--- src/rtl/iesp_pkg.sv ---
// Package: register map, field layout and source numbering of the interrupt register block
package iesp_pkg;
    // ------------------------------------------------------------------
    // Register offsets
    // ------------------------------------------------------------------
    localparam logic [7:0] ADDR_SENSE_SELECT = 8'hf4;
    localparam logic [7:0] ADDR_REQ_ENABLE = 8'hf5;
    localparam logic [7:0] ADDR_REQ_FLAGS = 8'hf6;
    localparam logic [7:0] ADDR_PRIO_A = 8'hf8;
    localparam logic [7:0] ADDR_PRIO_B = 8'hf9;
    localparam logic [7:0] ADDR_PENDING = 8'hfa;
    // ------------------------------------------------------------------
    // Reset values and field masks
    // ------------------------------------------------------------------
    localparam logic [7:0] RESET_BYTE = 8'h00;
    localparam logic [5:0] RESET_REQ = 6'h00;
    localparam logic [7:0] PRIO_B_MASK = 8'hee;
    localparam logic [7:0] UNMAPPED_READ = 8'h00;
    localparam int NUM_EXT = 6;
    localparam int NUM_SRC = 18;
    localparam int SRC_IDX_W = 5;
    localparam logic [4:0] NO_SOURCE = 5'h1f;
    // Source numbering, also the fixed default order (lower wins)
    localparam int SRC_EXT0 = 0;
    localparam int SRC_WDOG = 6;
    localparam int SRC_TIMER0 = 7;
    localparam int SRC_DMA = 12;
    localparam int SRC_SERIAL0 = 13;
    localparam int SRC_ADC = 15;
    localparam int SRC_INT_W = 12;
    // Priority bit positions
    localparam int PA_EXT0 = 7;
    localparam int PA_EXT1 = 6;
    localparam int PA_EXT23 = 5;
    localparam int PA_EXT45 = 4;
    localparam int PA_WDOG = 3;
    localparam int PA_TIMER0 = 2;
    localparam int PB_TIMER3 = 7;
    localparam int PB_TIMER4 = 6;
    localparam int PB_DMA = 5;
    localparam int PB_SERIAL0 = 3;
    localparam int PB_SERIAL1 = 2;
    localparam int PB_ADC = 1;
    localparam int PB_BITS_SPARE = 0;
endpackage : iesp_pkg

--- src/rtl/iesp_sel_if.sv ---
// Interface: pending vector and level map from the register core to the priority picker
interface iesp_sel_if #(parameter int N = 18, parameter int W = 5);
    logic [N-1:0] pending;
    logic [N-1:0] level;
    logic [W-1:0] winner;
    logic found;
    modport core (output pending, output level, input winner, input found);
    modport pick (input pending, input level, output winner, output found);
endinterface : iesp_sel_if

--- src/rtl/iesp_prio_pick.sv ---
// Fixed-order picker that prefers high-level sources
module iesp_prio_pick #(parameter int N = 18, parameter int W = 5) (
    iesp_sel_if.pick sel
);
    // ------------------------------------------------------------------
    // Two passes: level 0 first, then level 1 overriding it; lowest index wins a tie
    // ------------------------------------------------------------------
    always_comb begin
        sel.winner = '1;
        sel.found = 1'b0;
        for (int i = N - 1; i >= 0; i--) begin
            if (sel.pending[i] && !sel.level[i]) begin
                sel.winner = W'(i);
                sel.found = 1'b1;
            end
        end
        for (int i = N - 1; i >= 0; i--) begin
            if (sel.pending[i] && sel.level[i]) begin
                sel.winner = W'(i);
                sel.found = 1'b1;
            end
        end
    end
endmodule // iesp_prio_pick

--- src/rtl/iesp_irq_regs.sv ---
// Interrupt enable, status flag and priority register block with request selection
// Function
// - Six enable bits 5..0 gate the external requests, 1 enables, all reset to 0.
// - A flag sets while its input is low in level mode or on a falling edge in edge mode.
// - A flag clears by writing 0 only after software has read it as 1.
// - In level mode, exception handling clears the flag when the input is back high.
// - In edge mode, exception handling clears the flag regardless of the input level.
// - Flag bits take only 0 writes, 1 writes do nothing, reset 0, bits 7 and 6 unused.
// - Each priority bit puts its sources at level 1 when set and level 0 when clear.
// - Priority A bits map to request 0, 1, 2-3, 4-5, watchdog/refresh, timers 0..2.
// - Priority B bits map to timers 3,4, DMA, serial 0,1, converter; bits 4 and 0 unused.
module iesp_irq_regs import iesp_pkg::*; #(
    parameter int NEXT = NUM_EXT
) (
    ref_clk,
    nrst,
    regAddr,
    regWdata,
    regWrite,
    regRead,
    regRdata,
    extReqN,
    intReq,
    excAck,
    excAckId,
    cpuReq,
    cpuReqId,
    cpuReqHigh
);
    input wire logic ref_clk;
    input wire logic nrst;
    input wire logic [7:0] regAddr;
    input wire logic [7:0] regWdata;
    input wire logic regWrite;
    input wire logic regRead;
    output logic [7:0] regRdata;
    input wire logic [NEXT-1:0] extReqN;
    input wire logic [SRC_INT_W-1:0] intReq;
    input wire logic excAck;
    input wire logic [SRC_IDX_W-1:0] excAckId;
    output logic cpuReq;
    output logic [SRC_IDX_W-1:0] cpuReqId;
    output logic cpuReqHigh;

    // ------------------------------------------------------------------
    // State
    // ------------------------------------------------------------------
    typedef struct packed {
        logic [NEXT-1:0] sync1;
        logic [NEXT-1:0] sync2;
        logic [NEXT-1:0] prevLvl;
        logic [NEXT-1:0] senseSel;
        logic [NEXT-1:0] enable;
        logic [NEXT-1:0] flags;
        logic [NEXT-1:0] readOne;
        logic [7:0] prioA;
        logic [7:0] prioB;
        logic [7:0] rdata;
        logic req;
        logic [SRC_IDX_W-1:0] reqId;
        logic reqHigh;
    } iesp_state_t;

    iesp_state_t st_reg;
    iesp_state_t st_next;

    iesp_sel_if #(.N(NUM_SRC), .W(SRC_IDX_W)) sel ();

    iesp_prio_pick #(.N(NUM_SRC), .W(SRC_IDX_W)) u_pick (
        .sel(sel)
    );

    // ------------------------------------------------------------------
    // Source vectors for the picker
    // ------------------------------------------------------------------
    logic [NEXT-1:0] extPresent;
    assign extPresent = st_reg.flags & st_reg.enable;
    assign sel.pending = {intReq, extPresent};

    // Level map built from both priority registers
    always_comb begin
        sel.level = '0;
        sel.level[SRC_EXT0] = st_reg.prioA[PA_EXT0];
        sel.level[SRC_EXT0 + 1] = st_reg.prioA[PA_EXT1];
        sel.level[SRC_EXT0 + 2] = st_reg.prioA[PA_EXT23];
        sel.level[SRC_EXT0 + 3] = st_reg.prioA[PA_EXT23];
        sel.level[SRC_EXT0 + 4] = st_reg.prioA[PA_EXT45];
        sel.level[SRC_EXT0 + 5] = st_reg.prioA[PA_EXT45];
        sel.level[SRC_WDOG] = st_reg.prioA[PA_WDOG];
        for (int t = 0; t < 3; t++) begin
            sel.level[SRC_TIMER0 + t] = st_reg.prioA[PA_TIMER0 - t];
        end
        sel.level[SRC_TIMER0 + 3] = st_reg.prioB[PB_TIMER3];
        sel.level[SRC_TIMER0 + 4] = st_reg.prioB[PB_TIMER4];
        sel.level[SRC_DMA] = st_reg.prioB[PB_DMA];
        sel.level[SRC_SERIAL0] = st_reg.prioB[PB_SERIAL0];
        sel.level[SRC_SERIAL0 + 1] = st_reg.prioB[PB_SERIAL1];
        sel.level[SRC_ADC] = st_reg.prioB[PB_ADC];
        // Two spare source slots above the converter stay at level 0
    end

    // ------------------------------------------------------------------
    // Next-state logic
    // ------------------------------------------------------------------
    logic [NEXT-1:0] setEv;
    logic [NEXT-1:0] excClr;
    logic [NEXT-1:0] swClr;
    logic [NEXT-1:0] wrFlags;

    always_comb begin
        st_next = st_reg;
        setEv = '0;
        excClr = '0;
        swClr = '0;
        wrFlags = regWdata[NEXT-1:0];
        // Pins pass three flops; the second and, in edge mode, the third are looked at
        st_next.sync1 = extReqN;
        st_next.sync2 = st_reg.sync1;
        st_next.prevLvl = st_reg.sync2;
        for (int n = 0; n < NEXT; n++) begin
            if (st_reg.senseSel[n]) begin
                setEv[n] = st_reg.prevLvl[n] && !st_reg.sync2[n];
            end else begin
                setEv[n] = !st_reg.sync2[n];
            end
            if (excAck && excAckId == SRC_IDX_W'(n)) begin
                if (st_reg.senseSel[n]) begin
                    excClr[n] = 1'b1;
                end else begin
                    excClr[n] = st_reg.sync2[n];
                end
            end
            // Only a 0 write after a read of 1 clears; 1 writes are ignored
            if (regWrite && regAddr == ADDR_REQ_FLAGS) begin
                swClr[n] = !wrFlags[n] && st_reg.readOne[n];
            end
        end
        // Hardware set wins over any clear in the same cycle
        st_next.flags = (st_reg.flags & ~(swClr | excClr)) | setEv;
        // Read-of-1 arming: cleared by the consuming write or when the flag drops
        if (regRead && regAddr == ADDR_REQ_FLAGS) begin
            st_next.readOne = st_reg.flags;
        end else if (regWrite && regAddr == ADDR_REQ_FLAGS) begin
            st_next.readOne = '0;
        end else begin
            st_next.readOne = st_reg.readOne & st_reg.flags;
        end
        // Register writes
        if (regWrite) begin
            if (regAddr == ADDR_REQ_ENABLE) begin
                st_next.enable = regWdata[NEXT-1:0];
            end else if (regAddr == ADDR_SENSE_SELECT) begin
                st_next.senseSel = regWdata[NEXT-1:0];
            end else if (regAddr == ADDR_PRIO_A) begin
                st_next.prioA = regWdata;
            end else if (regAddr == ADDR_PRIO_B) begin
                st_next.prioB = regWdata;
            end
        end
        // Read data, valid only in the cycle after the strobe
        st_next.rdata = UNMAPPED_READ;
        if (regRead) begin
            if (regAddr == ADDR_REQ_ENABLE) begin
                st_next.rdata = 8'(st_reg.enable);
            end else if (regAddr == ADDR_SENSE_SELECT) begin
                st_next.rdata = 8'(st_reg.senseSel);
            end else if (regAddr == ADDR_REQ_FLAGS) begin
                st_next.rdata = 8'(st_reg.flags);
            end else if (regAddr == ADDR_PRIO_A) begin
                st_next.rdata = st_reg.prioA;
            end else if (regAddr == ADDR_PRIO_B) begin
                st_next.rdata = st_reg.prioB;
            end else if (regAddr == ADDR_PENDING) begin
                st_next.rdata = {sel.found, 2'b00, sel.winner};
            end
        end
        // Registered request to the CPU
        st_next.req = sel.found;
        st_next.reqId = sel.found ? sel.winner : NO_SOURCE;
        st_next.reqHigh = sel.found && sel.level[sel.winner];
    end

    // ------------------------------------------------------------------
    // State register; inputs idle high after reset so no false edge
    // ------------------------------------------------------------------
    always_ff @(posedge ref_clk) begin
        if (!nrst) begin
            st_reg <= '0;
            st_reg.sync1 <= '1;
            st_reg.sync2 <= '1;
            st_reg.prevLvl <= '1;
            st_reg.enable <= RESET_REQ;
            st_reg.flags <= RESET_REQ;
            st_reg.prioA <= RESET_BYTE;
            st_reg.prioB <= RESET_BYTE;
            st_reg.reqId <= NO_SOURCE;
        end else begin
            st_reg <= st_next;
        end
    end

    // ------------------------------------------------------------------
    // Outputs, straight from flops
    // ------------------------------------------------------------------
    assign regRdata = st_reg.rdata;
    assign cpuReq = st_reg.req;
    assign cpuReqId = st_reg.reqId;
    assign cpuReqHigh = st_reg.reqHigh;
endmodule // iesp_irq_regs

--- config.mk ---
export PLATFORM = sky130hd
export DESIGN_NAME = iesp_irq_regs
export DESIGN_NICKNAME = d
export VERILOG_FILES = /design/src/rtl/iesp_pkg.sv /design/src/rtl/iesp_sel_if.sv /design/src/rtl/iesp_prio_pick.sv /design/src/rtl/iesp_irq_regs.sv
export SDC_FILE = /design/constraint.sdc
export NUM_CORES = 1
export LEC_CHECK = 0
export BUFFER_PORTS_ARGS = -buffer_cell sky130_fd_sc_hd__buf_4
export CAP_MARGIN = 20
export CORE_MARGIN = 10
export CORE_UTILIZATION = 51
export DETAILED_ROUTE_END_ITERATION = 12
export GPL_TIMING_DRIVEN = 0
export PLACE_DENSITY = 0.76
export SYNTH_ARGS = -nofsm -noshare
export SYNTH_HDL_FRONTEND = slang
export SYNTH_SLANG_ARGS = --single-unit
--- constraint.sdc ---
create_clock -name ref_clk -period 2.2 [get_ports ref_clk]
set_input_delay 0.11 -clock ref_clk [delete_from_list [all_inputs] [get_ports ref_clk]]
set_output_delay 0.11 -clock ref_clk [all_outputs]
set_load 0.005 [all_outputs]
==> flow_summary_export.csv <==
group,metric,value,unit
global_route,antenna_found_initial,0,
placement,numPortBuffers,57,
job,drv_cap,0,
global_route,grtUsageMet3,0.0469,
yosys,synth_area_per_cell,8.88,um^2
yosys,synth-adder-area-share,0,
detailed_routing,vias,3346,
global_route,grt_overflow,0,
setup_path,critical_path.max_fanout,5,
floorplan,die_width,106,um
yosys,syn-num-nets,467,
yosys,synthCells,423,
final_layout,fin_util,0.662,
clocking,clockBufferDepth,2,
final_layout,fin_cells,611,
final_layout,nets,551,
min_path,min_path_cells,3,
yosys,synthFlopType,"dfxtp_1",
yosys,yosysWarnings,0,
pwr,peakVddDrop,0.501,mV
sta,fin_ws,-0.186,ns
setup_path,worst-endpoint-required,2.45,ns
final_layout,largest_reg_flops,32,
sta,min_period,2.39,ns
final_layout,final_area,4770,um^2
clocking,numCtsBuffers,9,
pwr,p_per_area,572,nW/um^2
final_layout,drive_gt1_frac,0.293,
yosys,synth_compound_area_frac,0.148,
setup_path,critPathLaunchType,"flop",
sta,timing.hold.ws,0.0343,ns
setup_path,worst_path_max_delay_cell,"or3b_1",
setup_path,ff2ff_setup_slack,-0.19,ns
yosys,synth_top_family_by_area,"simple AND/OR/NAND/NOR gates",
yosys,synthMuxAreaShare,0.140,
setup_path,cp.arrival,2.64,ns
placement,place_area,4310,um^2
clocking,clock-sinks,73,
sta,skew,0.0109,ns
pwr,power_leakage,0.00182,uW
floorplan,core_area,7210,um^2
sta,hold_viol_final,0,
status,status,"finished with violations",
detailed_routing,drt_iter0_markers,265,
placement,dp.final_hpwl,7.64,mm
final_layout,fillers,633,
detailed_routing,wirelength,10.2,mm
sta,worstMarginPinSlew,0.990,ns
status,violations,"setup timing",
final_layout,syn_to_final_growth,27.1,%
detailed_routing,drc,0,
setup_path,crit_type,"reg2reg",
setup_path,r2r-end,"cpuReqHigh$_SDFF_PN0_",
yosys,synth_area_leaders,"dfxtp_1 39%, mux2i_1 13%, nor2b_1 6.5%, nand2_1 4.7%, nand2b_1 4.3%",
yosys,synth_cell_type_count,66,
global_route,grt_pass1_wl,16.4,mm
sta,rsz0062_at_grt,"yes",
setup_path,slowest_delay,0.38,ns
sta,finalCritPeriodShare,1.08,
sta,setup-violations-final,3,
setup_path,rr_worst_depth,9,
min_path,worstHoldPathType,"in2reg",
floorplan,io_pins,59,
final_layout,diodes,0,
detailed_routing,routedWlPerCell,16.6,um
min_path,worstHoldEndpoint,"sel.level[10]$_SDFFE_PN0P_",
yosys,async_reset_ff_frac,0,
global_route,top_usage_layer,"met2",
min_path,hold_start,"regWdata[7]",
detailed_routing,drt_first_pass_iters,5,
clocking,clkSlewWorstSetupHoldPaths,0.07,ns
setup_path,worstSetupEndpointType,"flop",
placement,placedCellCount,579,
sta,maxSlewHeadroom,0.338,
yosys,synth-seq-area-share,0.389,
setup_path,reg2reg_from,"sel.level[0]$_SDFFE_PN0P_",
clocking,cts_root_buffer,"clkbuf_8",
yosys,synthSimpleGateAreaFrac,0.270,
clocking,h-tree-depth,3,
global_route,met1_usage,0.235,
global_route,grtUsageTotal,0.179,
global_route,grtUsageMet2,0.282,
global_route,grt_pass1_vias,3251,
sta,finalMaxSlewViolations,0,
global_route,grt_max_degree,15,
yosys,yosys.cell_count.top_type,"dfxtp_1",
detailed_routing,vias_per_cell,5.48,
floorplan,die_area,11200,um^2
floorplan,die_h,106,um
yosys,synthTopCellsByCount,"73 x dfxtp_1, 48 x mux2i_1, 47 x nand2_1",
setup_path,path_cells,"and3b_1 > or3b_1 > a21oi_2 > o311a_1 > a221oi_4 > a21o_4 > mux2i_1 > a2111o_1 > a311oi_2",
yosys,synth-edff-count,0,
clocking,cts_tree,"done",
sta,fmax,419,MHz
placement,place.gp.congestion,0.946,
yosys,synth_top_area_cell,"dfxtp_1",
detailed_routing,ant_nets,0,
yosys,synth-seq-cells,73,
yosys,yosys.area_share.xor_xnor,0,
floorplan,placementRows,31,
yosys,syn-cell-area,3760,um^2
floorplan,initial_core_util,0.521,
clocking,clkLatencyLatePin,0.35,ns
yosys,synth_top_area_share,0.389,
[worst max-delay path, delay by kind of cell, from the launching register on]
family             cells  cell delay [ns]
muxes                  1             0.12
and+or+nand+nor        2             0.58
DFF                    1             0.36
AOI/OAI and AO/OA      6             1.22
[worst max path at each step]
stage	startpoint	endpoint	slack (ns)	cells after the start
floorplan	sel.level[0]$_SDFFE_PN0P_	cpuReqHigh$_SDFF_PN0_	-0.005	9
global placement	sel.level[1]$_SDFFE_PN0P_	cpuReqHigh$_SDFF_PN0_	-0.26	9
detailed placement	sel.level[1]$_SDFFE_PN0P_	cpuReqHigh$_SDFF_PN0_	-0.29	9
CTS	sel.level[0]$_SDFFE_PN0P_	cpuReqHigh$_SDFF_PN0_	-0.21	9
global route	sel.level[11]$_SDFFE_PN0P_	cpuReqHigh$_SDFF_PN0_	-0.31	9
finish	sel.level[0]$_SDFFE_PN0P_	cpuReqHigh$_SDFF_PN0_	-0.19	9
[cell usage in the layout (no fill, tap or decap), types with 3 or more instances in the layout]
| cell | synthesis | final |
|---|---|---|
| clkbuf_8 | 1 | 11 |
| dlygate4sd3_1 | 0 | 6 |
| nand2b_1 | 26 | 25 |
| dfxtp_2 | 0 | 7 |
| buf_4 | 13 | 78 |
| a21oi_1 | 25 | 20 |
| nor3b_1 | 7 | 7 |
| nand2_1 | 47 | 46 |
| clkbuf_1 | 10 | 10 |
| and2_1 | 3 | 3 |
| nand3b_1 | 3 | 3 |
| nor2_1 | 34 | 33 |
| nor2b_1 | 39 | 39 |
| o22ai_1 | 9 | 8 |
| clkinv_4 | 0 | 3 |
| dfxtp_1 | 73 | 62 |
| dfxtp_4 | 0 | 4 |
| nand3_1 | 8 | 7 |
| mux2i_1 | 48 | 46 |
| inv_1 | 7 | 7 |
| a21oi_2 | 0 | 5 |
| nor3_2 | 1 | 3 |
| buf_6 | 1 | 3 |
| o21ai_0 | 6 | 6 |
[cell type report]
class / instances / area [um^2] / area share
multi-input cells: 315 / 2180 / 0.458
flip-flops and latches: 73 / 1490 / 0.311
repair buffers: 73 / 571 / 0.119
plain buffers: 28 / 173 / 0.0362
clock buffers: 10 / 138 / 0.0288
well taps: 99 / 124 / 0.0259
clock inverters: 6 / 73.8 / 0.0155
inverters: 7 / 26.3 / 0.00550
[routing by layer]
layer,vias up,part of all wire
met5,-,0
met4,0,0.014
met3,15,0.059
met2,108,0.47
met1,1581,0.46
li1,1642,-
[where the power goes]
part	internal, uW	total, uW	switching, uW
clock network	568	1090	526
logic	150	280	130
registers	1340	1360	14.3
total	2060	2730	670
[what timing repair did]
item / 4_1_cts / 5_1_grt
hold buffers: 6 / 0
pin swaps: 2 / 13
setup endpoints to repair: 8 / 9
buffers inserted: 4 / 6
resized for setup: 12 / 24
endpoints found under the hold margin: 6 / 0
[cells by family after synthesis]
family                 count (synthesis)
AOI/OAI and AO/OA                     74
buffers and inverters                 35
DFF                                   73
muxes                                 52
and+or+nand+nor                      189
[per-stage QoR]
step | setup slack (ns) | TNS [ns] | total power [uW]
after global routing | -0.306 | -0.504 | 2840
after detailed placement | -0.285 | -0.855 | 1640
final | -0.186 | -0.199 | 2730
after CTS | -0.207 | -0.269 | 2740
after floorplan | -0.00548 | -0.00548 | 1520
after global placement | -0.256 | -0.700 | 1630
Note: power is estimated with default switching activity, not from simulation.
